`src/shared/isr_defines.svh`:
```
`ifndef ISR_DEFINES_SVH
`define ISR_DEFINES_SVH

// Summary byte bit positions
`define ISR_STB_UNUSED 0
`define ISR_STB_DEV 1
`define ISR_STB_QUE 2
`define ISR_STB_QUAL 3
`define ISR_STB_MAV 4
`define ISR_STB_ESB 5
`define ISR_STB_RQS 6
`define ISR_STB_OPR 7

// Standard event bit positions
`define ISR_ESR_OPC 0
`define ISR_ESR_QRY 2
`define ISR_ESR_DEV 3
`define ISR_ESR_EXE 4
`define ISR_ESR_CMD 5
`define ISR_ESR_PON 7
`define ISR_ESR_USED 8'hBD
`define ISR_ESR_RESET 8'h80
`define ISR_ESE_RESET 8'h00
`define ISR_SRE_RESET 8'h00

// Quality group bit positions
`define ISR_Q_POWER 3
`define ISR_Q_CAL 8
`define ISR_Q_SELFTEST 9

// 16-bit group layout and reset values
`define ISR_GRP_USED 16'h7FFF
`define ISR_PTR_PRESET 16'hFFFF
`define ISR_NTR_PRESET 16'h0000
`define ISR_EN_RESET 16'h0000
`define ISR_GRP_CLEAR 16'h0000

`endif

```
`src/shared/isr_pkg.sv`:
```
package isr_pkg;

    typedef enum logic [4:0] {
        ISR_OP_NOP = 5'h00,
        ISR_OP_CLS = 5'h01,
        ISR_OP_PRESET = 5'h02,
        ISR_OP_SRE_WR = 5'h03,
        ISR_OP_SRE_RD = 5'h04,
        ISR_OP_ESE_WR = 5'h05,
        ISR_OP_ESE_RD = 5'h06,
        ISR_OP_ESR_RD = 5'h07,
        ISR_OP_STB_RD = 5'h08,
        ISR_OP_OPC = 5'h09,
        ISR_OP_EN_WR = 5'h0A,
        ISR_OP_EN_RD = 5'h0B,
        ISR_OP_EV_RD = 5'h0C,
        ISR_OP_COND_RD = 5'h0D,
        ISR_OP_PTR_WR = 5'h0E,
        ISR_OP_PTR_RD = 5'h0F,
        ISR_OP_NTR_WR = 5'h10,
        ISR_OP_NTR_RD = 5'h11
    } isr_op_t;

    typedef enum logic [1:0] {
        ISR_GRP_QUAL = 2'h0,
        ISR_GRP_OPER = 2'h1,
        ISR_GRP_DEVC = 2'h2
    } isr_grp_t;

    typedef struct packed {
        isr_op_t op;
        isr_grp_t grp;
        logic [15:0] data;
    } isr_cmd_t;

    typedef struct packed {
        logic qry;
        logic dev;
        logic exe;
        logic cmd;
    } isr_err_t;

    typedef struct packed {
        logic data_error;
        logic meas_clean;
        logic cal_error;
        logic cal_ok;
        logic selftest_fail;
        logic selftest_pass;
    } isr_qual_evt_t;

    typedef enum logic {
        ISR_OPC_IDLE = 1'b0,
        ISR_OPC_ARMED = 1'b1
    } isr_opc_st_t;

endpackage : isr_pkg

```
`src/verilog/isr_status_group.sv`:
```
`timescale 1ns/1ps
`default_nettype none
`include "isr_defines.svh"

module isr_status_group import isr_pkg::*; #(
    parameter int W = 16
) (
    input wire logic clk_sys_i,
    input wire logic nrst_i,
    input wire logic [W-1:0] cond_i,
    input wire logic [W-1:0] evt_i,
    input wire logic [W-1:0] used_i,
    input wire logic preset_i,
    input wire logic clear_i,
    input wire logic en_wr_i,
    input wire logic ptr_wr_i,
    input wire logic ntr_wr_i,
    input wire logic [W-1:0] wdata_i,
    output logic [W-1:0] event_o,
    output logic [W-1:0] enable_o,
    output logic [W-1:0] ptr_o,
    output logic [W-1:0] ntr_o,
    output logic summary_o
);

    logic [W-1:0] prev_cond, next_prev_cond;
    logic [W-1:0] next_event, next_enable, next_ptr, next_ntr;
    logic [W-1:0] hit;

    always_comb begin
        hit = (cond_i & ~prev_cond & ptr_o) | (~cond_i & prev_cond & ntr_o) | evt_i;
        next_prev_cond = cond_i;
        // Set wins over the clear
        next_event = ((clear_i ? W'(0) : event_o) | hit) & used_i;
        next_enable = en_wr_i ? (wdata_i & used_i) : enable_o;
        next_ptr = ptr_o;
        next_ntr = ntr_o;
        if (preset_i) begin
            next_ptr = W'(`ISR_PTR_PRESET) & used_i;
            next_ntr = W'(`ISR_NTR_PRESET);
        end else begin
            if (ptr_wr_i) begin
                next_ptr = wdata_i & used_i;
            end
            if (ntr_wr_i) begin
                next_ntr = wdata_i & used_i;
            end
        end
    end

    always_ff @(posedge clk_sys_i) begin
        if (!nrst_i) begin
            prev_cond <= W'(0);
            event_o <= W'(0);
            enable_o <= W'(`ISR_EN_RESET);
            ptr_o <= W'(`ISR_PTR_PRESET) & W'(`ISR_GRP_USED);
            ntr_o <= W'(`ISR_NTR_PRESET);
        end else begin
            prev_cond <= next_prev_cond;
            event_o <= next_event;
            enable_o <= next_enable;
            ptr_o <= next_ptr;
            ntr_o <= next_ntr;
        end
    end

    assign summary_o = |(event_o & enable_o);

endmodule : isr_status_group
`default_nettype wire

```
`src/verilog/isr_std_event.sv`:
```
`timescale 1ns/1ps
`default_nettype none
`include "isr_defines.svh"

module isr_std_event import isr_pkg::*; (
    input wire logic clk_sys_i,
    input wire logic nrst_i,
    input wire logic [7:0] set_i,
    input wire logic clear_i,
    input wire logic ese_wr_i,
    input wire logic [7:0] wdata_i,
    output logic [7:0] event_o,
    output logic [7:0] enable_o,
    output logic summary_o
);

    logic [7:0] next_event, next_enable;

    always_comb begin
        next_event = ((clear_i ? 8'h00 : event_o) | set_i) & `ISR_ESR_USED;
        next_enable = ese_wr_i ? wdata_i : enable_o;
    end

    // Power-on flag comes up set out of reset
    always_ff @(posedge clk_sys_i) begin
        if (!nrst_i) begin
            event_o <= `ISR_ESR_RESET;
            enable_o <= `ISR_ESE_RESET;
        end else begin
            event_o <= next_event;
            enable_o <= next_enable;
        end
    end

    assign summary_o = |(event_o & enable_o);

endmodule : isr_std_event
`default_nettype wire

```
`src/verilog/isr_top.sv`:
```
// Overview of operation
// - Quality and operation groups are 16 bits; summary and standard event 8.
// - Top bit of every 16-bit group is unused and reads zero.
// - Message-available bit is set while response data waits.
// - Message-available clears only once all buffered messages are read.
// - Clearing an event register clears its summary bit.
// - Summary bit 0 zero; group summaries at 2, 8, 32, 128 from enabled bits.
// - Weight 4 tracks a non-empty error queue.
// - Querying a group event register clears its summary bit.
// - Service-request mask clears only at power-up or a write of zero.
// - Summary query equals serial poll but keeps request-service bit.
// - Summary query runs in command order and changes nothing.
// - Bit 0 sets once overlapped work after a completion request ends.
// - Error weights: query 4, device 8, execution 16, syntax 32.
// - Weight 128 flags power-up since last read; weights 2 and 64 zero.
// - Standard event register clears on clear-status and on its query.
// - Standard event mask clears only at power-up or a write of zero.
// - Enabled standard events fold into the standard event summary.
// - Enabled quality events fold into the quality summary bit.
// - Quality bit 3 sets on data errors, clears after a clean measurement.
// - Quality bit 8 sets on zero/cal errors, clears on clean success.
// - Quality bit 9 follows the power-on self test result.
// - Events latch on filtered edges; preset gives falling 0, rising 1.
// - A set event bit holds until its query or a clear-status.
// - Group summary is OR of event AND enable over all bits.
// - Service request asserts when an enabled summary bit is set.
`timescale 1ns/1ps
`default_nettype none
`include "isr_defines.svh"

module isr_top import isr_pkg::*; (
    input wire logic clk_sys_i,
    input wire logic nrst_i,
    input wire logic cmd_valid_i,
    input wire isr_cmd_t cmd_i,
    input wire logic serial_poll_i,
    input wire logic out_queue_nonempty_i,
    input wire logic err_queue_nonempty_i,
    input wire logic overlapped_busy_i,
    input wire isr_err_t err_i,
    input wire isr_qual_evt_t qual_evt_i,
    input wire logic [15:0] oper_cond_i,
    input wire logic [15:0] dev_cond_i,
    input wire logic [15:0] dev_evt_i,
    output logic resp_valid_o,
    output logic [15:0] resp_data_o,
    output logic [7:0] poll_byte_o,
    output logic srq_o
);

    localparam int NGRP = 3;

    ////////////////////////////////////////////////////////////////////////
    // Command decode

    logic [NGRP-1:0] grp_sel;
    logic is_cls, is_preset, is_sre_wr, is_ese_wr, is_esr_rd, is_stb_rd, is_opc;
    logic is_en_wr, is_ev_rd, is_ptr_wr, is_ntr_wr;

    always_comb begin
        grp_sel = '0;
        grp_sel[cmd_i.grp] = cmd_valid_i;
        is_cls = cmd_valid_i && (cmd_i.op == ISR_OP_CLS);
        is_preset = cmd_valid_i && (cmd_i.op == ISR_OP_PRESET);
        is_sre_wr = cmd_valid_i && (cmd_i.op == ISR_OP_SRE_WR);
        is_ese_wr = cmd_valid_i && (cmd_i.op == ISR_OP_ESE_WR);
        is_esr_rd = cmd_valid_i && (cmd_i.op == ISR_OP_ESR_RD);
        is_stb_rd = cmd_valid_i && (cmd_i.op == ISR_OP_STB_RD);
        is_opc = cmd_valid_i && (cmd_i.op == ISR_OP_OPC);
        is_en_wr = cmd_valid_i && (cmd_i.op == ISR_OP_EN_WR);
        is_ev_rd = cmd_valid_i && (cmd_i.op == ISR_OP_EV_RD);
        is_ptr_wr = cmd_valid_i && (cmd_i.op == ISR_OP_PTR_WR);
        is_ntr_wr = cmd_valid_i && (cmd_i.op == ISR_OP_NTR_WR);
    end

    ////////////////////////////////////////////////////////////////////////
    // Quality condition bits

    logic [15:0] qual_cond, next_qual_cond;

    always_comb begin
        next_qual_cond = qual_cond;
        // Set wins when both arrive together
        if (qual_evt_i.meas_clean) next_qual_cond[`ISR_Q_POWER] = 1'b0;
        if (qual_evt_i.data_error) next_qual_cond[`ISR_Q_POWER] = 1'b1;
        if (qual_evt_i.cal_ok) next_qual_cond[`ISR_Q_CAL] = 1'b0;
        if (qual_evt_i.cal_error) next_qual_cond[`ISR_Q_CAL] = 1'b1;
        if (qual_evt_i.selftest_pass) next_qual_cond[`ISR_Q_SELFTEST] = 1'b0;
        if (qual_evt_i.selftest_fail) next_qual_cond[`ISR_Q_SELFTEST] = 1'b1;
    end

    always_ff @(posedge clk_sys_i) begin
        if (!nrst_i) begin
            qual_cond <= 16'h0000;
        end else begin
            qual_cond <= next_qual_cond;
        end
    end

    ////////////////////////////////////////////////////////////////////////
    // 16-bit status groups

    logic [15:0] grp_cond [NGRP];
    logic [15:0] grp_evt [NGRP];
    logic [15:0] grp_event [NGRP];
    logic [15:0] grp_enable [NGRP];
    logic [15:0] grp_ptr [NGRP];
    logic [15:0] grp_ntr [NGRP];
    logic [NGRP-1:0] grp_sum;

    assign grp_cond[ISR_GRP_QUAL] = qual_cond;
    assign grp_cond[ISR_GRP_OPER] = oper_cond_i;
    assign grp_cond[ISR_GRP_DEVC] = dev_cond_i;
    assign grp_evt[ISR_GRP_QUAL] = 16'h0000;
    assign grp_evt[ISR_GRP_OPER] = 16'h0000;
    assign grp_evt[ISR_GRP_DEVC] = dev_evt_i;

    generate
        for (genvar g = 0; g < NGRP; g++) begin : g_grp
            isr_status_group #(
                .W(16)
            ) u_grp (
                .clk_sys_i(clk_sys_i),
                .nrst_i(nrst_i),
                .cond_i(grp_cond[g]),
                .evt_i(grp_evt[g]),
                .used_i(`ISR_GRP_USED),
                .preset_i(is_preset),
                .clear_i(is_cls || (is_ev_rd && grp_sel[g])),
                .en_wr_i(is_en_wr && grp_sel[g]),
                .ptr_wr_i(is_ptr_wr && grp_sel[g]),
                .ntr_wr_i(is_ntr_wr && grp_sel[g]),
                .wdata_i(cmd_i.data),
                .event_o(grp_event[g]),
                .enable_o(grp_enable[g]),
                .ptr_o(grp_ptr[g]),
                .ntr_o(grp_ntr[g]),
                .summary_o(grp_sum[g])
            );
        end
    endgenerate

    ////////////////////////////////////////////////////////////////////////
    // Operation-complete tracking and standard events

    isr_opc_st_t opc_st, next_opc_st;
    logic opc_done;
    logic [7:0] esr_set, esr_event, esr_enable;
    logic std_event_summary_bit;

    always_comb begin
        next_opc_st = opc_st;
        opc_done = 1'b0;
        case (opc_st)
            ISR_OPC_IDLE: begin
                if (is_opc) next_opc_st = ISR_OPC_ARMED;
            end
            ISR_OPC_ARMED: begin
                if (!overlapped_busy_i) begin
                    opc_done = 1'b1;
                    next_opc_st = ISR_OPC_IDLE;
                end else if (is_cls) begin
                    next_opc_st = ISR_OPC_IDLE;
                end
            end
            default: next_opc_st = ISR_OPC_IDLE;
        endcase
    end

    always_ff @(posedge clk_sys_i) begin
        if (!nrst_i) begin
            opc_st <= ISR_OPC_IDLE;
        end else begin
            opc_st <= next_opc_st;
        end
    end

    always_comb begin
        esr_set = 8'h00;
        esr_set[`ISR_ESR_OPC] = opc_done;
        esr_set[`ISR_ESR_QRY] = err_i.qry;
        esr_set[`ISR_ESR_DEV] = err_i.dev;
        esr_set[`ISR_ESR_EXE] = err_i.exe;
        esr_set[`ISR_ESR_CMD] = err_i.cmd;
    end

    isr_std_event u_esr (
        .clk_sys_i(clk_sys_i),
        .nrst_i(nrst_i),
        .set_i(esr_set),
        .clear_i(is_cls || is_esr_rd),
        .ese_wr_i(is_ese_wr),
        .wdata_i(cmd_i.data[7:0]),
        .event_o(esr_event),
        .enable_o(esr_enable),
        .summary_o(std_event_summary_bit)
    );

    ////////////////////////////////////////////////////////////////////////
    // Summary byte and service request

    logic [7:0] service_request_enable_mask, next_sre;
    logic [7:0] stb_sum, stb_byte;
    logic req_now, req_prev, next_req_prev, request_service_bit, next_rqs;
    logic [7:0] next_poll_byte;

    always_comb begin
        stb_sum = 8'h00;
        stb_sum[`ISR_STB_DEV] = grp_sum[ISR_GRP_DEVC];
        stb_sum[`ISR_STB_QUE] = err_queue_nonempty_i;
        stb_sum[`ISR_STB_QUAL] = grp_sum[ISR_GRP_QUAL];
        stb_sum[`ISR_STB_MAV] = out_queue_nonempty_i;
        stb_sum[`ISR_STB_ESB] = std_event_summary_bit;
        stb_sum[`ISR_STB_OPR] = grp_sum[ISR_GRP_OPER];
        stb_byte = stb_sum;
        stb_byte[`ISR_STB_RQS] = request_service_bit;
        req_now = |(stb_sum & service_request_enable_mask);
        next_req_prev = req_now;
        // New request sets it; a serial poll clears it, set wins
        next_rqs = (req_now && !req_prev) || (request_service_bit && !serial_poll_i);
        next_sre = is_sre_wr ? cmd_i.data[7:0] : service_request_enable_mask;
        next_poll_byte = serial_poll_i ? stb_byte : poll_byte_o;
    end

    always_ff @(posedge clk_sys_i) begin
        if (!nrst_i) begin
            service_request_enable_mask <= `ISR_SRE_RESET;
            req_prev <= 1'b0;
            request_service_bit <= 1'b0;
            srq_o <= 1'b0;
            poll_byte_o <= 8'h00;
        end else begin
            service_request_enable_mask <= next_sre;
            req_prev <= next_req_prev;
            request_service_bit <= next_rqs;
            srq_o <= next_rqs;
            poll_byte_o <= next_poll_byte;
        end
    end

    ////////////////////////////////////////////////////////////////////////
    // Query responses, one per query command in arrival order; other commands get none

    logic next_resp_valid;
    logic [15:0] next_resp_data;

    always_comb begin
        next_resp_valid = 1'b0;
        next_resp_data = 16'h0000;
        if (cmd_valid_i) begin
            next_resp_valid = 1'b1;
            case (cmd_i.op)
                ISR_OP_SRE_RD: next_resp_data = {8'h00, service_request_enable_mask};
                ISR_OP_ESE_RD: next_resp_data = {8'h00, esr_enable};
                ISR_OP_ESR_RD: next_resp_data = {8'h00, esr_event};
                ISR_OP_STB_RD: next_resp_data = {8'h00, stb_byte};
                ISR_OP_EN_RD: next_resp_data = grp_enable[cmd_i.grp];
                ISR_OP_EV_RD: next_resp_data = grp_event[cmd_i.grp];
                ISR_OP_COND_RD: next_resp_data = grp_cond[cmd_i.grp] & `ISR_GRP_USED;
                ISR_OP_PTR_RD: next_resp_data = grp_ptr[cmd_i.grp];
                ISR_OP_NTR_RD: next_resp_data = grp_ntr[cmd_i.grp];
                default: next_resp_valid = 1'b0;
            endcase
        end
    end

    always_ff @(posedge clk_sys_i) begin
        if (!nrst_i) begin
            resp_valid_o <= 1'b0;
            resp_data_o <= 16'h0000;
        end else begin
            resp_valid_o <= next_resp_valid;
            resp_data_o <= next_resp_data;
        end
    end
endmodule : isr_top
`default_nettype wire

```
`config.mk`:
```
export PLATFORM = sky130hd
export DESIGN_NAME = isr_top
export DESIGN_NICKNAME = d
export VERILOG_FILES = /design/src/shared/isr_pkg.sv /design/src/verilog/isr_status_group.sv /design/src/verilog/isr_std_event.sv /design/src/verilog/isr_top.sv
export VERILOG_INCLUDE_DIRS = /design/src /design/src/shared
export SDC_FILE = /design/constraint.sdc
export NUM_CORES = 1
export LEC_CHECK = 0
export ABC_AREA = 0
export BUFFER_PORTS_ARGS = -buffer_cell sky130_fd_sc_hd__buf_2
export CAP_MARGIN = 30
export CORE_MARGIN = 10
export CORE_UTILIZATION = 29
export DETAILED_ROUTE_END_ITERATION = 12
export HOLD_SLACK_MARGIN = 0.1
export PLACE_DENSITY_LB_ADDON = 0.3
export SYNTH_ARGS = -nofsm -noshare
export SYNTH_HDL_FRONTEND = slang
export SYNTH_SLANG_ARGS = --single-unit
```
`constraint.sdc`:
```
create_clock -name clk_sys_i -period 1.6 [get_ports clk_sys_i]
set_input_delay 0.16 -clock clk_sys_i [delete_from_list [all_inputs] [get_ports clk_sys_i]]
set_output_delay 0.16 -clock clk_sys_i [all_outputs]
set_load 0.005 [all_outputs]
```
[Word-level counts from Yosys, hierarchy flattened]
Index checks and enable logic that the tools add are counted.
Word-level totals
  register bits after elaboration: 267
  output and inout bits: 26
Cells by class
  magnitude comparators: 3
  equality and inequality tests: 17
  multiplexer cells: 35
  bitwise gates (word level): 35
  reduce and logical (&&, ||, !) cells: 43
Operator list (count)
  15-bit bitwise AND: 13
  16-bit binary-select mux with 2-bit select: 5
  16-bit one-hot mux with 9 select lines: 1
  16-bit 2-to-1 mux: 8
  15-bit bitwise OR: 7
  15-bit 2-to-1 mux: 5
  15-bit NOT: 4
  16-bit OR reduction: 3
  5-bit by 4-bit == test with 1-bit output (second input constant): 8
  10-bit NOT with 15-bit output: 2
  1-bit logical AND: 25
  5-bit by 3-bit == test with 1-bit output (second input constant): 4
  8-bit bitwise AND: 2
  8-bit OR reduction: 2
  10-bit by 15-bit bitwise AND with 15-bit output: 1
  15-bit by 10-bit bitwise AND with 15-bit output: 1
  1-bit 2-to-1 mux: 13
  5-bit by 2-bit == test with 1-bit output (second input constant): 2
  5-bit == test (second input constant): 2
  9-bit OR reduction: 1
  8-bit 2-to-1 mux: 1
  8-bit by 6-bit bitwise OR with 8-bit output: 1
  2-bit nonzero test: 3
  5-bit by 1-bit == test with 1-bit output (second input constant): 1
  12 further kinds: 18

[Longest topological paths before layout]
Gate-level depths: netlist of the first run.
  depth after elaboration: 9
  depth in mapped cells: 8

[Modules after synthesis]
A second synthesis of the first run with hierarchy kept.
Unflattened totals
  cells, all modules: 1643
  area, all modules: 14128.6 µm²
By module, submodules not included
  isr_status_group: instances 3, cells an instance 367, area an instance 3310.7 µm², seq. area each 1601.5 µm²
  isr_top: instances 1, cells an instance 491, area an instance 3641.0 µm², seq. area each 760.7 µm²
  isr_std_event: instances 1, cells an instance 51, area an instance 555.5 µm², seq. area each 280.3 µm²

[Least setup slack after synthesis of the first run]
Ideal clock, no wire load.
  path type: input -> register
  start point: input port cmd_i[19] (netlist name)
  end point: register resp_data_o[9]
  setup time: 0.074 ns
  data arrival time: 1.466 ns
  required time: 1.526 ns
  path slack: 0.060 ns
  stages: 7
  path buffers: 3
  cells stage by stage: buf_6 -> or3b_1 -> or2_1 -> buf_2 -> buf_6 -> o22a_1 -> a31oi_1
Between the ends
  word-level cells in the longest chain between the ends: 2
RTL lines
  from (decl): line isr_top.sv:35  | input wire isr_cmd_t cmd_i,
  5-bit == test, or another cell as far along: line isr_top.sv:252  | case (cmd_i.op)
  16-bit one-hot mux with 9 select lines *: line isr_top.sv:252
  to (signal assigned): line isr_top.sv:273  | resp_data_o <= next_resp_data;
  to (decl): line isr_top.sv:46  | output logic [15:0] resp_data_o,
Mark *: on every way between the ends. The rest lies on a longest branch, timed or not.
A chain may end at the register's enable or synchronous reset.

[Worst setup path in the final report of the first run]
  start point: register g_grp[2].u_grp.enable_o[13]
  end point: register request_service_bit
Between the ends
  word-level cells in the longest chain between the ends: 6
RTL lines
  from (decl): line isr_status_group.sv:20  | output logic [W-1:0] enable_o,
  from (signal assigned): line isr_status_group.sv:55  | enable_o <= W'(`ISR_EN_RESET);
  from (signal assigned): line isr_status_group.sv:61  | enable_o <= next_enable;
  15-bit bitwise AND: line isr_status_group.sv:67  | assign summary_o = |(event_o & enable_o);
  16-bit OR reduction: line isr_status_group.sv:67
  8-bit bitwise AND: line isr_top.sv:217  | req_now = |(stb_sum & service_request_enable_mask);
  8-bit OR reduction: line isr_top.sv:217
  1-bit logical AND: line isr_top.sv:220  | next_rqs = (req_now && !req_prev) || (request_service_bit && !serial_poll_i);
  1-bit logical OR: line isr_top.sv:220
  to (signal assigned): line isr_top.sv:235  | request_service_bit <= next_rqs;
  to (decl): line isr_top.sv:204  | logic req_now, req_prev, next_req_prev, request_service_bit, next_rqs;
No other way between the ends.

==> impl_table.tex, run 1 <==
\begin{tabular}{lr}
\hline
Metric & Value \\
\hline
\multicolumn{2}{l}{\textbf{Final layout}} \\
Number of diodes added for antenna fixing & 0 \\
Area taken by flip-flops and latches & 5050 µm² \\
Fill cell count & 3833 \\
Area grow syn2layout & 35.8\% \\
Layout cell share with drive strength beyond 1 & 18.5\% \\
Nets & 1741 \\
Area used by multi-input combinational logic & 5530 µm² \\
Final design area excluding fillers & 15000 µm² \\
\multicolumn{2}{l}{\textbf{Run}} \\
Reported max-cap violation count & 0 \\
\multicolumn{2}{l}{\textbf{Placed design}} \\
Placer congestion estimate & 0.912 \\
HPWL Detailed & 30700 µm \\
Port buffer count & 107 \\
Worst slack at placement & -0.226 ns \\
Placed instance area & 13100 µm² \\
\multicolumn{2}{l}{\textbf{Detailed routing}} \\
Post-DR vias/cell & 5.07 \\
Final ANT Viol Nets & 0 \\
Drt first-iter violations & 1169 \\
Wire length reported by the detailed router & 42200 µm \\
\# DRC & 0 \\
Detailed-route via count & 11.1k \\
Routed wirelength normalized by instance count & 19.3 µm \\
Total iterations of the first detailed-routing run & 6 \\
\multicolumn{2}{l}{\textbf{Synth}} \\
Cell count after synthesis & 1408 \\
Fraction of the yosys area taken by sequential cells & 45.6\% \\
Dominant cell type by area after synthesis & sky130\_fd\_sc\_hd\_\_dfxtp\_1 \\
Dominant cell by count in the synthesized netlist & sky130\_fd\_sc\_hd\_\_nand2\_1 \\
Synth Flop Type & sky130\_fd\_sc\_hd\_\_dfxtp\_1 \\
Count of cell types in the netlist & 51 \\
Post-synth top cells & sky130\_fd\_sc\_hd\_\_nand2\_1, sky130\_fd\_sc\_hd\_\_dfxtp\_1, sky130\_fd\_sc\_hd\_\_a21oi\_1 \\
Async set-or-reset flop fraction in the synthesized netlist & 0\% \\
Synthesized area & 11100 µm² \\
Avg Inst Size Synth & 7.86 µm² \\
Top-area cell type share of the netlist area & 45.6\% \\
Area contributors post-synth & sky130\_fd\_sc\_hd\_\_dfxtp\_1, sky130\_fd\_sc\_hd\_\_nand2\_1, sky130\_fd\_sc\_hd\_\_a21oi\_1, sky130\_fd\_sc\_hd\_\_mux2i\_1, sky130\_fd\_sc\_hd\_\_nand3\_1 \\
Number of warnings reported in the yosys synthesis log & 0 \\
Number of synthesized register bits & 252 \\
Number of enable-type register cells in the synthesized netlist & 0 \\
\multicolumn{2}{l}{\textbf{Pwr}} \\
Static power due to leakage & 6.05 nW \\
Power density cells & 986 nW/µm² \\
Overall Power & 14.8 mW \\
IR drop worst, VDD & 843 µV \\
\multicolumn{2}{l}{\textbf{CTS}} \\
Maximum clock path buffer count & 3 \\
CTS sink count & 252 \\
Buffer type at the clock tree root & sky130\_fd\_sc\_hd\_\_clkbuf\_16 \\
Clock-pin slew on the worst setup and hold paths & 0.06 ns \\
Clock latency reported for the late side of the worst-skew pair & 0.56 ns \\
TritonCTS clock tree & yes \\
Number of H-tree levels & 1 \\
Total clock buffers created by CTS & 29 \\
\multicolumn{2}{l}{\textbf{Setup path}} \\
Signal arrival time at the worst endpoint & 2.16 ns \\
Path type of the worst setup path & flip-flop to flip-flop \\
Crit path capture type & flip-flop \\
Required time of the critical path & 2.04 ns \\
CP Max Fanout & 2 \\
Kind of start point of the critical path & flip-flop \\
\multicolumn{2}{l}{\textbf{Die}} \\
Number of placement rows & 71 \\
Num ports & 114 \\
Die outline height & 215 µm \\
Floorplan die width & 215 µm \\
Placeable core area & 37700 µm² \\
Initial standard-cell utilization of the core & 29.4\% \\
Die ar. & 46400 µm² \\
\multicolumn{2}{l}{\textbf{GRT}} \\
Number of global-route vias before repair & 10.9k \\
Largest net degree at the start of global routing & 77 \\
Total overflow reported by the global router & 0 \\
First-pass GRT wire length & 65000 µm \\
Global-route usage over all layers & 17.6\% \\
Antenna violations before repair & 0 \\
\multicolumn{2}{l}{\textbf{Timing}} \\
Pin slew with the least headroom to its limit & 0.654 ns \\
Post-route fraction of the period consumed by the critical path & 108\% \\
Setup TNS & -0.269 ns \\
RSZ-0062 raised after global routing & true \\
Final setup margin & -0.124 ns \\
Final Hold Fails & 0 \\
Count of endpoints failing setup in the final report & 4 \\
Slew HR & 56.0\% \\
Final number of max-transition violations & 0 \\
Clock Skew & 0.00918 ns \\
Maximum clock frequency & 0.580 GHz \\
Final Critical Period & 1.72 ns \\
\multicolumn{2}{l}{\textbf{Outcome}} \\
Violated checks & setup timing \\
Status & complete, but fails checks \\
\multicolumn{2}{l}{\textbf{Min path}} \\
Class of the tightest hold or removal check & primary input to flip-flop \\
\hline
\end{tabular}
## final timing paths
check,start,to,slack (ns),cells past startpoint
min reg2reg,g_grp[0].u_grp.ntr_o[6],g_grp[0].u_grp.ntr_o[6],0.45,2
max reg2reg,g_grp[2].u_grp.enable_o[13],request_service_bit,-0.12,6
min,dev_evt_i[13],g_grp[2].u_grp.event_o[13],0.14,5
max,g_grp[2].u_grp.enable_o[13],request_service_bit,-0.12,6
## cells in the final DEF (no fill, tap or decap), types with 27 or more instances in the layout
cell type                       Yosys  routed
sky130_fd_sc_hd__a22oi_1           55      54
sky130_fd_sc_hd__a21oi_1          153     153
sky130_fd_sc_hd__and2_1            36      36
sky130_fd_sc_hd__mux2i_1           71      71
sky130_fd_sc_hd__a31oi_1           28      27
sky130_fd_sc_hd__buf_4              5     106
sky130_fd_sc_hd__nor2_1            80      80
sky130_fd_sc_hd__dfxtp_1          252     249
sky130_fd_sc_hd__clkbuf_16          0      29
sky130_fd_sc_hd__buf_12             0      29
sky130_fd_sc_hd__nand3_1           96      96
sky130_fd_sc_hd__nand2_1          330     329
sky130_fd_sc_hd__dlygate4sd3_1      0      83
sky130_fd_sc_hd__buf_2             30     106
sky130_fd_sc_hd__o21ai_0           75      75
## state kept, by name (all words and copies together) (netlist names)
signal	flops
g_grp.u_grp.enable_o	45
poll_byte_o	7
req_prev	1
g_grp.u_grp.event_o	33
resp_data_o	15
qual_cond	3
request_service_bit	1
u_esr.enable_o	8
g_grp.u_grp.prev_cond	33
u_esr.event_o	6
service_request_enable_mask	8
opc_st	1
g_grp.u_grp.ptr_o	45
resp_valid_o	1
g_grp.u_grp.ntr_o	45
## metrics by stage
stage / instances / util, % / hold WS, ns
5_1_grt: 2183 / 39.9 / 0.139
2_1_floorplan: 1409 / - / 0.277
3_3_place_gp: 2049 / 34.9 / 0.369
4_1_cts: 2181 / 39.7 / 0.108
3_5_place_dp: 2049 / 34.9 / 0.374
6_report: 2183 / 39.9 / 0.141
## worst max-delay path: stages, from the launching register on
cell and delay (ns):
sky130_fd_sc_hd__dfxtp_2 0.32, sky130_fd_sc_hd__a222oi_1 0.35, sky130_fd_sc_hd__nand3_1 0.14, sky130_fd_sc_hd__nor3_2 0.20
sky130_fd_sc_hd__buf_4 0.17, sky130_fd_sc_hd__o221ai_2 0.09, sky130_fd_sc_hd__o311a_1 0.34
## layer usage
metal,global-route usage (%),wire (µm),part of all wire [%]
met5,0,0,0
met4,5.16,1120,2.6
met3,2.43,2800,6.6
met2,27.6,18600,44
met1,24.4,19700,47
## cell families after synthesis
logic type,Yosys count,synth area share (%)
AND/OR/NAND/NOR,594,23.8
other,1,0.0339
buffers and inverters,133,5.17
AO/OA/AOI/OAI,357,19.0
flip-flops,252,45.6
multiplexers,71,6.43
## layout make-up
type | instances | area share (%)
multi-input combinational | 1024 | 36.8
sequential | 252 | 33.6
timing repair buffer | 324 | 18.2
clock buffer | 44 | 5.81
tap | 511 | 4.26
clock inverter | 6 | 0.758
inverter | 22 | 0.558
## power by group
group | switching, mW | leakage, nW | internal, mW | total (mW)
clock | 2.65 | 0.476 | 4.20 | 6.85
sequential | 0.118 | 2.06 | 6.43 | 6.54
combinational | 0.785 | 3.52 | 0.631 | 1.42
## what timing repair did
action / in CTS / in global routing
hold endpoints to repair: 228 / 0
setup endpoints to repair: 5 / 7
pin swaps: 5 / 5
resized for setup: 4 / 10
hold buffers: 83 / 0
setup buffers: 0 / 2
Power figures use the tool's default switching activity.
==> run 2: changes to the inputs <==
--- a/config.mk
+++ b/config.mk
@@ -13,7 +13,9 @@
 export CORE_UTILIZATION = 29
 export DETAILED_ROUTE_END_ITERATION = 12
 export HOLD_SLACK_MARGIN = 0.1
-export PLACE_DENSITY_LB_ADDON = 0.3
+export PLACE_DENSITY = 0.49
+export SKIP_CTS_REPAIR_TIMING = 1
 export SYNTH_ARGS = -nofsm -noshare
 export SYNTH_HDL_FRONTEND = slang
+export SYNTH_HIERARCHICAL = 1
 export SYNTH_SLANG_ARGS = --single-unit
==> run 2 against run 1 <==
  * The run still ends with setup timing left
  * Sequential power up 16%
  * Sequential cell count up 40
  * Cell count up 32%
  * Die area up 25%
  * Non-clock buffer count up 89
  * Clock power up 21%
  * Wire length up 35%
  * Core utilization up 1.7 points
  * Maximum frequency down 10%
  * Critical path type unchanged
==> impl_table.tex, run 2 <==
\begin{tabular}{lr}
\hline
Metric & Value \\
\hline
\multicolumn{2}{l}{\textbf{Timing}} \\
Count of endpoints failing setup in the final report & 7 \\
Worst Hold Margin & 0.105 ns \\
Post-route fraction of the period consumed by the critical path & 120\% \\
Maximum clock frequency & 0.522 GHz \\
Final Critical Period & 1.92 ns \\
RSZ-0062 raised after global routing & true \\
Final Hold Fails & 0 \\
Setup TNS & -1.24 ns \\
Pin slew with the least headroom to its limit & 0.569 ns \\
Clock Skew & 0.0183 ns \\
Final setup margin & -0.315 ns \\
Final number of max-transition violations & 0 \\
Slew HR & 62.0\% \\
\multicolumn{2}{l}{\textbf{Setup path}} \\
Cell chain of the critical path & a22o\_1 -> a221oi\_2 -> nand4\_1 -> buf\_6 -> a22o\_1 -> a2111oi\_4 -> a31oi\_2 \\
Maximum single-stage delay on the critical path & 0.32 ns \\
Cell seen most often among critical-path stages & sky130\_fd\_sc\_hd\_\_a22o\_1 \\
CP Max Fanout & 2 \\
Reg-to-Reg Start & g\_grp[1].u\_grp/enable\_o[8] \\
R2R depth & 7 \\
Internal reg-to-reg setup slack & -0.32 ns \\
Signal arrival time at the worst endpoint & 2.32 ns \\
Path type of the worst setup path & flip-flop to flip-flop \\
Kind of start point of the critical path & flip-flop \\
Crit path capture type & flip-flop \\
Required time of the critical path & 2.00 ns \\
Slowest library cell on the worst path & sky130\_fd\_sc\_hd\_\_dfxtp\_2 \\
Kind of cell with the highest combined delay on the critical path & compound AO/OA/AOI/OAI gates \\
CP bufs+invs & 1 \\
Capture instance of the worst register-to-register path & resp\_data\_o[7] \\
\multicolumn{2}{l}{\textbf{Die}} \\
Initial standard-cell utilization of the core & 29.5\% \\
Die ar. & 57900 µm² \\
Num ports & 114 \\
Floorplan die width & 241 µm \\
Placeable core area & 47900 µm² \\
Number of placement rows & 80 \\
Die outline height & 241 µm \\
\multicolumn{2}{l}{\textbf{Synth}} \\
Cell count after synthesis & 1643 \\
Number of enable-type register cells in the synthesized netlist & 0 \\
Number of warnings reported in the yosys synthesis log & 6 \\
Number of synthesized register bits & 292 \\
Count of cell types in the netlist & 50 \\
Top-area cell type share of the netlist area & 41.4\% \\
Post-synth top cells & sky130\_fd\_sc\_hd\_\_dfxtp\_1, sky130\_fd\_sc\_hd\_\_nand2\_1, sky130\_fd\_sc\_hd\_\_nand3\_1 \\
Synth Flop Type & sky130\_fd\_sc\_hd\_\_dfxtp\_1 \\
Fraction of the yosys area taken by sequential cells & 41.4\% \\
Avg Inst Size Synth & 8.60 µm² \\
Dominant cell by count in the synthesized netlist & sky130\_fd\_sc\_hd\_\_dfxtp\_1 \\
Async set-or-reset flop fraction in the synthesized netlist & 0\% \\
Dominant cell type by area after synthesis & sky130\_fd\_sc\_hd\_\_dfxtp\_1 \\
Area contributors post-synth & sky130\_fd\_sc\_hd\_\_dfxtp\_1, sky130\_fd\_sc\_hd\_\_mux2i\_1, sky130\_fd\_sc\_hd\_\_nand2\_1, sky130\_fd\_sc\_hd\_\_nand3\_1, sky130\_fd\_sc\_hd\_\_nand2b\_1 \\
Synthesized area & 14100 µm² \\
\multicolumn{2}{l}{\textbf{Pwr}} \\
Overall Power & 17.6 mW \\
Static power due to leakage & 8.93 nW \\
IR drop worst, VDD & 587 µV \\
Power density cells & 884 nW/µm² \\
\multicolumn{2}{l}{\textbf{Min path}} \\
Class of the tightest hold or removal check & primary input to flip-flop \\
Depth of the worst hold-timing path & 3 \\
Source of the worst hold timing path & cmd\_i[3] \\
Worst hold path endpoint & g\_grp[0].u\_grp/ntr\_o[3] \\
\multicolumn{2}{l}{\textbf{Detailed routing}} \\
Routed wirelength normalized by instance count & 19.7 µm \\
\# DRC & 0 \\
Wire length reported by the detailed router & 56900 µm \\
Drt first-iter violations & 1010 \\
Total iterations of the first detailed-routing run & 5 \\
Final ANT Viol Nets & 0 \\
Detailed-route via count & 13.7k \\
Post-DR vias/cell & 4.76 \\
\multicolumn{2}{l}{\textbf{GRT}} \\
Global-route usage over all layers & 19.2\% \\
First-pass GRT wire length & 82600 µm \\
Number of global-route vias before repair & 12.7k \\
Largest net degree at the start of global routing & 90 \\
Total overflow reported by the global router & 0 \\
Antenna violations before repair & 0 \\
\multicolumn{2}{l}{\textbf{Placed design}} \\
Port buffer count & 112 \\
HPWL Detailed & 42500 µm \\
Inst Count DP & 2749 \\
Placer congestion estimate & 0.876 \\
Worst slack at placement & -0.596 ns \\
\multicolumn{2}{l}{\textbf{Final layout}} \\
Final non-filler cell total & 2884 \\
Nets & 2334 \\
Number of diodes added for antenna fixing & 0 \\
Leading cell type in the layout, fill and taps excluded & sky130\_fd\_sc\_hd\_\_dfxtp\_1 \\
Commonest cells after routing, fill and taps aside & sky130\_fd\_sc\_hd\_\_dfxtp\_1, sky130\_fd\_sc\_hd\_\_conb\_1, sky130\_fd\_sc\_hd\_\_nand2\_1 \\
Layout cell share with drive strength beyond 1 & 19.3\% \\
Area grow syn2layout & 41.1\% \\
\multicolumn{2}{l}{\textbf{CTS}} \\
TritonCTS clock tree & yes \\
Clock latency reported for the late side of the worst-skew pair & 0.56 ns \\
Total clock buffers created by CTS & 37 \\
CTS sink count & 292 \\
Maximum clock path buffer count & 3 \\
Number of H-tree levels & 2 \\
Buffer type at the clock tree root & sky130\_fd\_sc\_hd\_\_clkbuf\_16 \\
Clock-pin slew on the worst setup and hold paths & 0.06 ns \\
\multicolumn{2}{l}{\textbf{Outcome}} \\
Status & complete, but fails checks \\
Violated checks & setup timing \\
\multicolumn{2}{l}{\textbf{Run}} \\
Reported max-cap violation count & 0 \\
\hline
\end{tabular}
## run 2: cell count changes in the layout (fill, tap and decap cells not counted), sizes merged, moves of 40 or more
cell,previous run,this run
nand2,330,219
nor2b,6,69
o311a,1,48
nand3,96,148
nand2b,5,101
a21boi,0,48
conb,2,267
dfxtp,252,292
buf,241,341
a21o,0,48
a21oi,153,61
## run 2: worst max path at each step
stage / startpoint / to / slack (ns) / cells after the start
detailed placement: g_grp[1].u_grp/event_o[2] / resp_data_o[7] / -0.60 / 6
global placement: g_grp[1].u_grp/event_o[2] / resp_data_o[7] / -0.62 / 6
floorplan: cmd_valid_i / g_grp[2].u_grp/event_o[10] / 0.0003 / 7
global route: g_grp[2].u_grp/event_o[8] / resp_data_o[1] / -0.43 / 7
finish: g_grp[1].u_grp/enable_o[8] / resp_data_o[7] / -0.32 / 7
CTS: g_grp[1].u_grp/event_o[2] / resp_data_o[7] / -0.61 / 6
## run 2: logic make-up (layout without fill, tap and decap cells)
logic type,count (synthesis),in the layout,synth area share (%)
DFF,292,292,41.4
muxes,92,92,6.52
buffers and inverters,119,481,4.75
and+or+nand+nor,708,708,26.3
other,3,267,0.0797
AOI/OAI and AO/OA,429,429,21.0
## run 2: tightest hold or removal path, stage by stage
cell,delay [ns]
sky130_fd_sc_hd__buf_2,0.24
sky130_fd_sc_hd__nand3_1,0.14
sky130_fd_sc_hd__a21oi_1,0.05
## run 2: layout make-up
class | count | area (µm²)
fill | 4802 | 28000
multi-input combinational | 1496 | 8770
sequential | 292 | 5850
timing repair buffer | 413 | 3350
clock buffer | 55 | 1080
tap | 615 | 769
clock inverter | 7 | 92.6
inverter | 6 | 22.5
## run 2: metal layers
layer | up-vias | GRT usage [%] | share of wire, %
met2 | 299 | 30.5 | 45
li1 | 6806 | - | -
met4 | 0 | 5.79 | 2.3
met3 | 70 | 3.16 | 4.9
met5 | - | 0 | 0
met1 | 6557 | 26.1 | 47
## run 2: per-stage QoR
step,utilization (%),cell area (µm²)
after global routing,41.6,19900
after global placement,37.4,17900
final,41.6,19900
after CTS,39.8,19100
after floorplan,-,15200
after detailed placement,37.4,17900
## run 2: where the power goes
group / switching [mW] / internal (mW) / total [mW]
Clock: 3.31 / 4.96 / 8.27
Sequential: 0.134 / 7.45 / 7.59
Combinational: 0.970 / 0.793 / 1.76
Total: 4.41 / 13.2 / 17.6
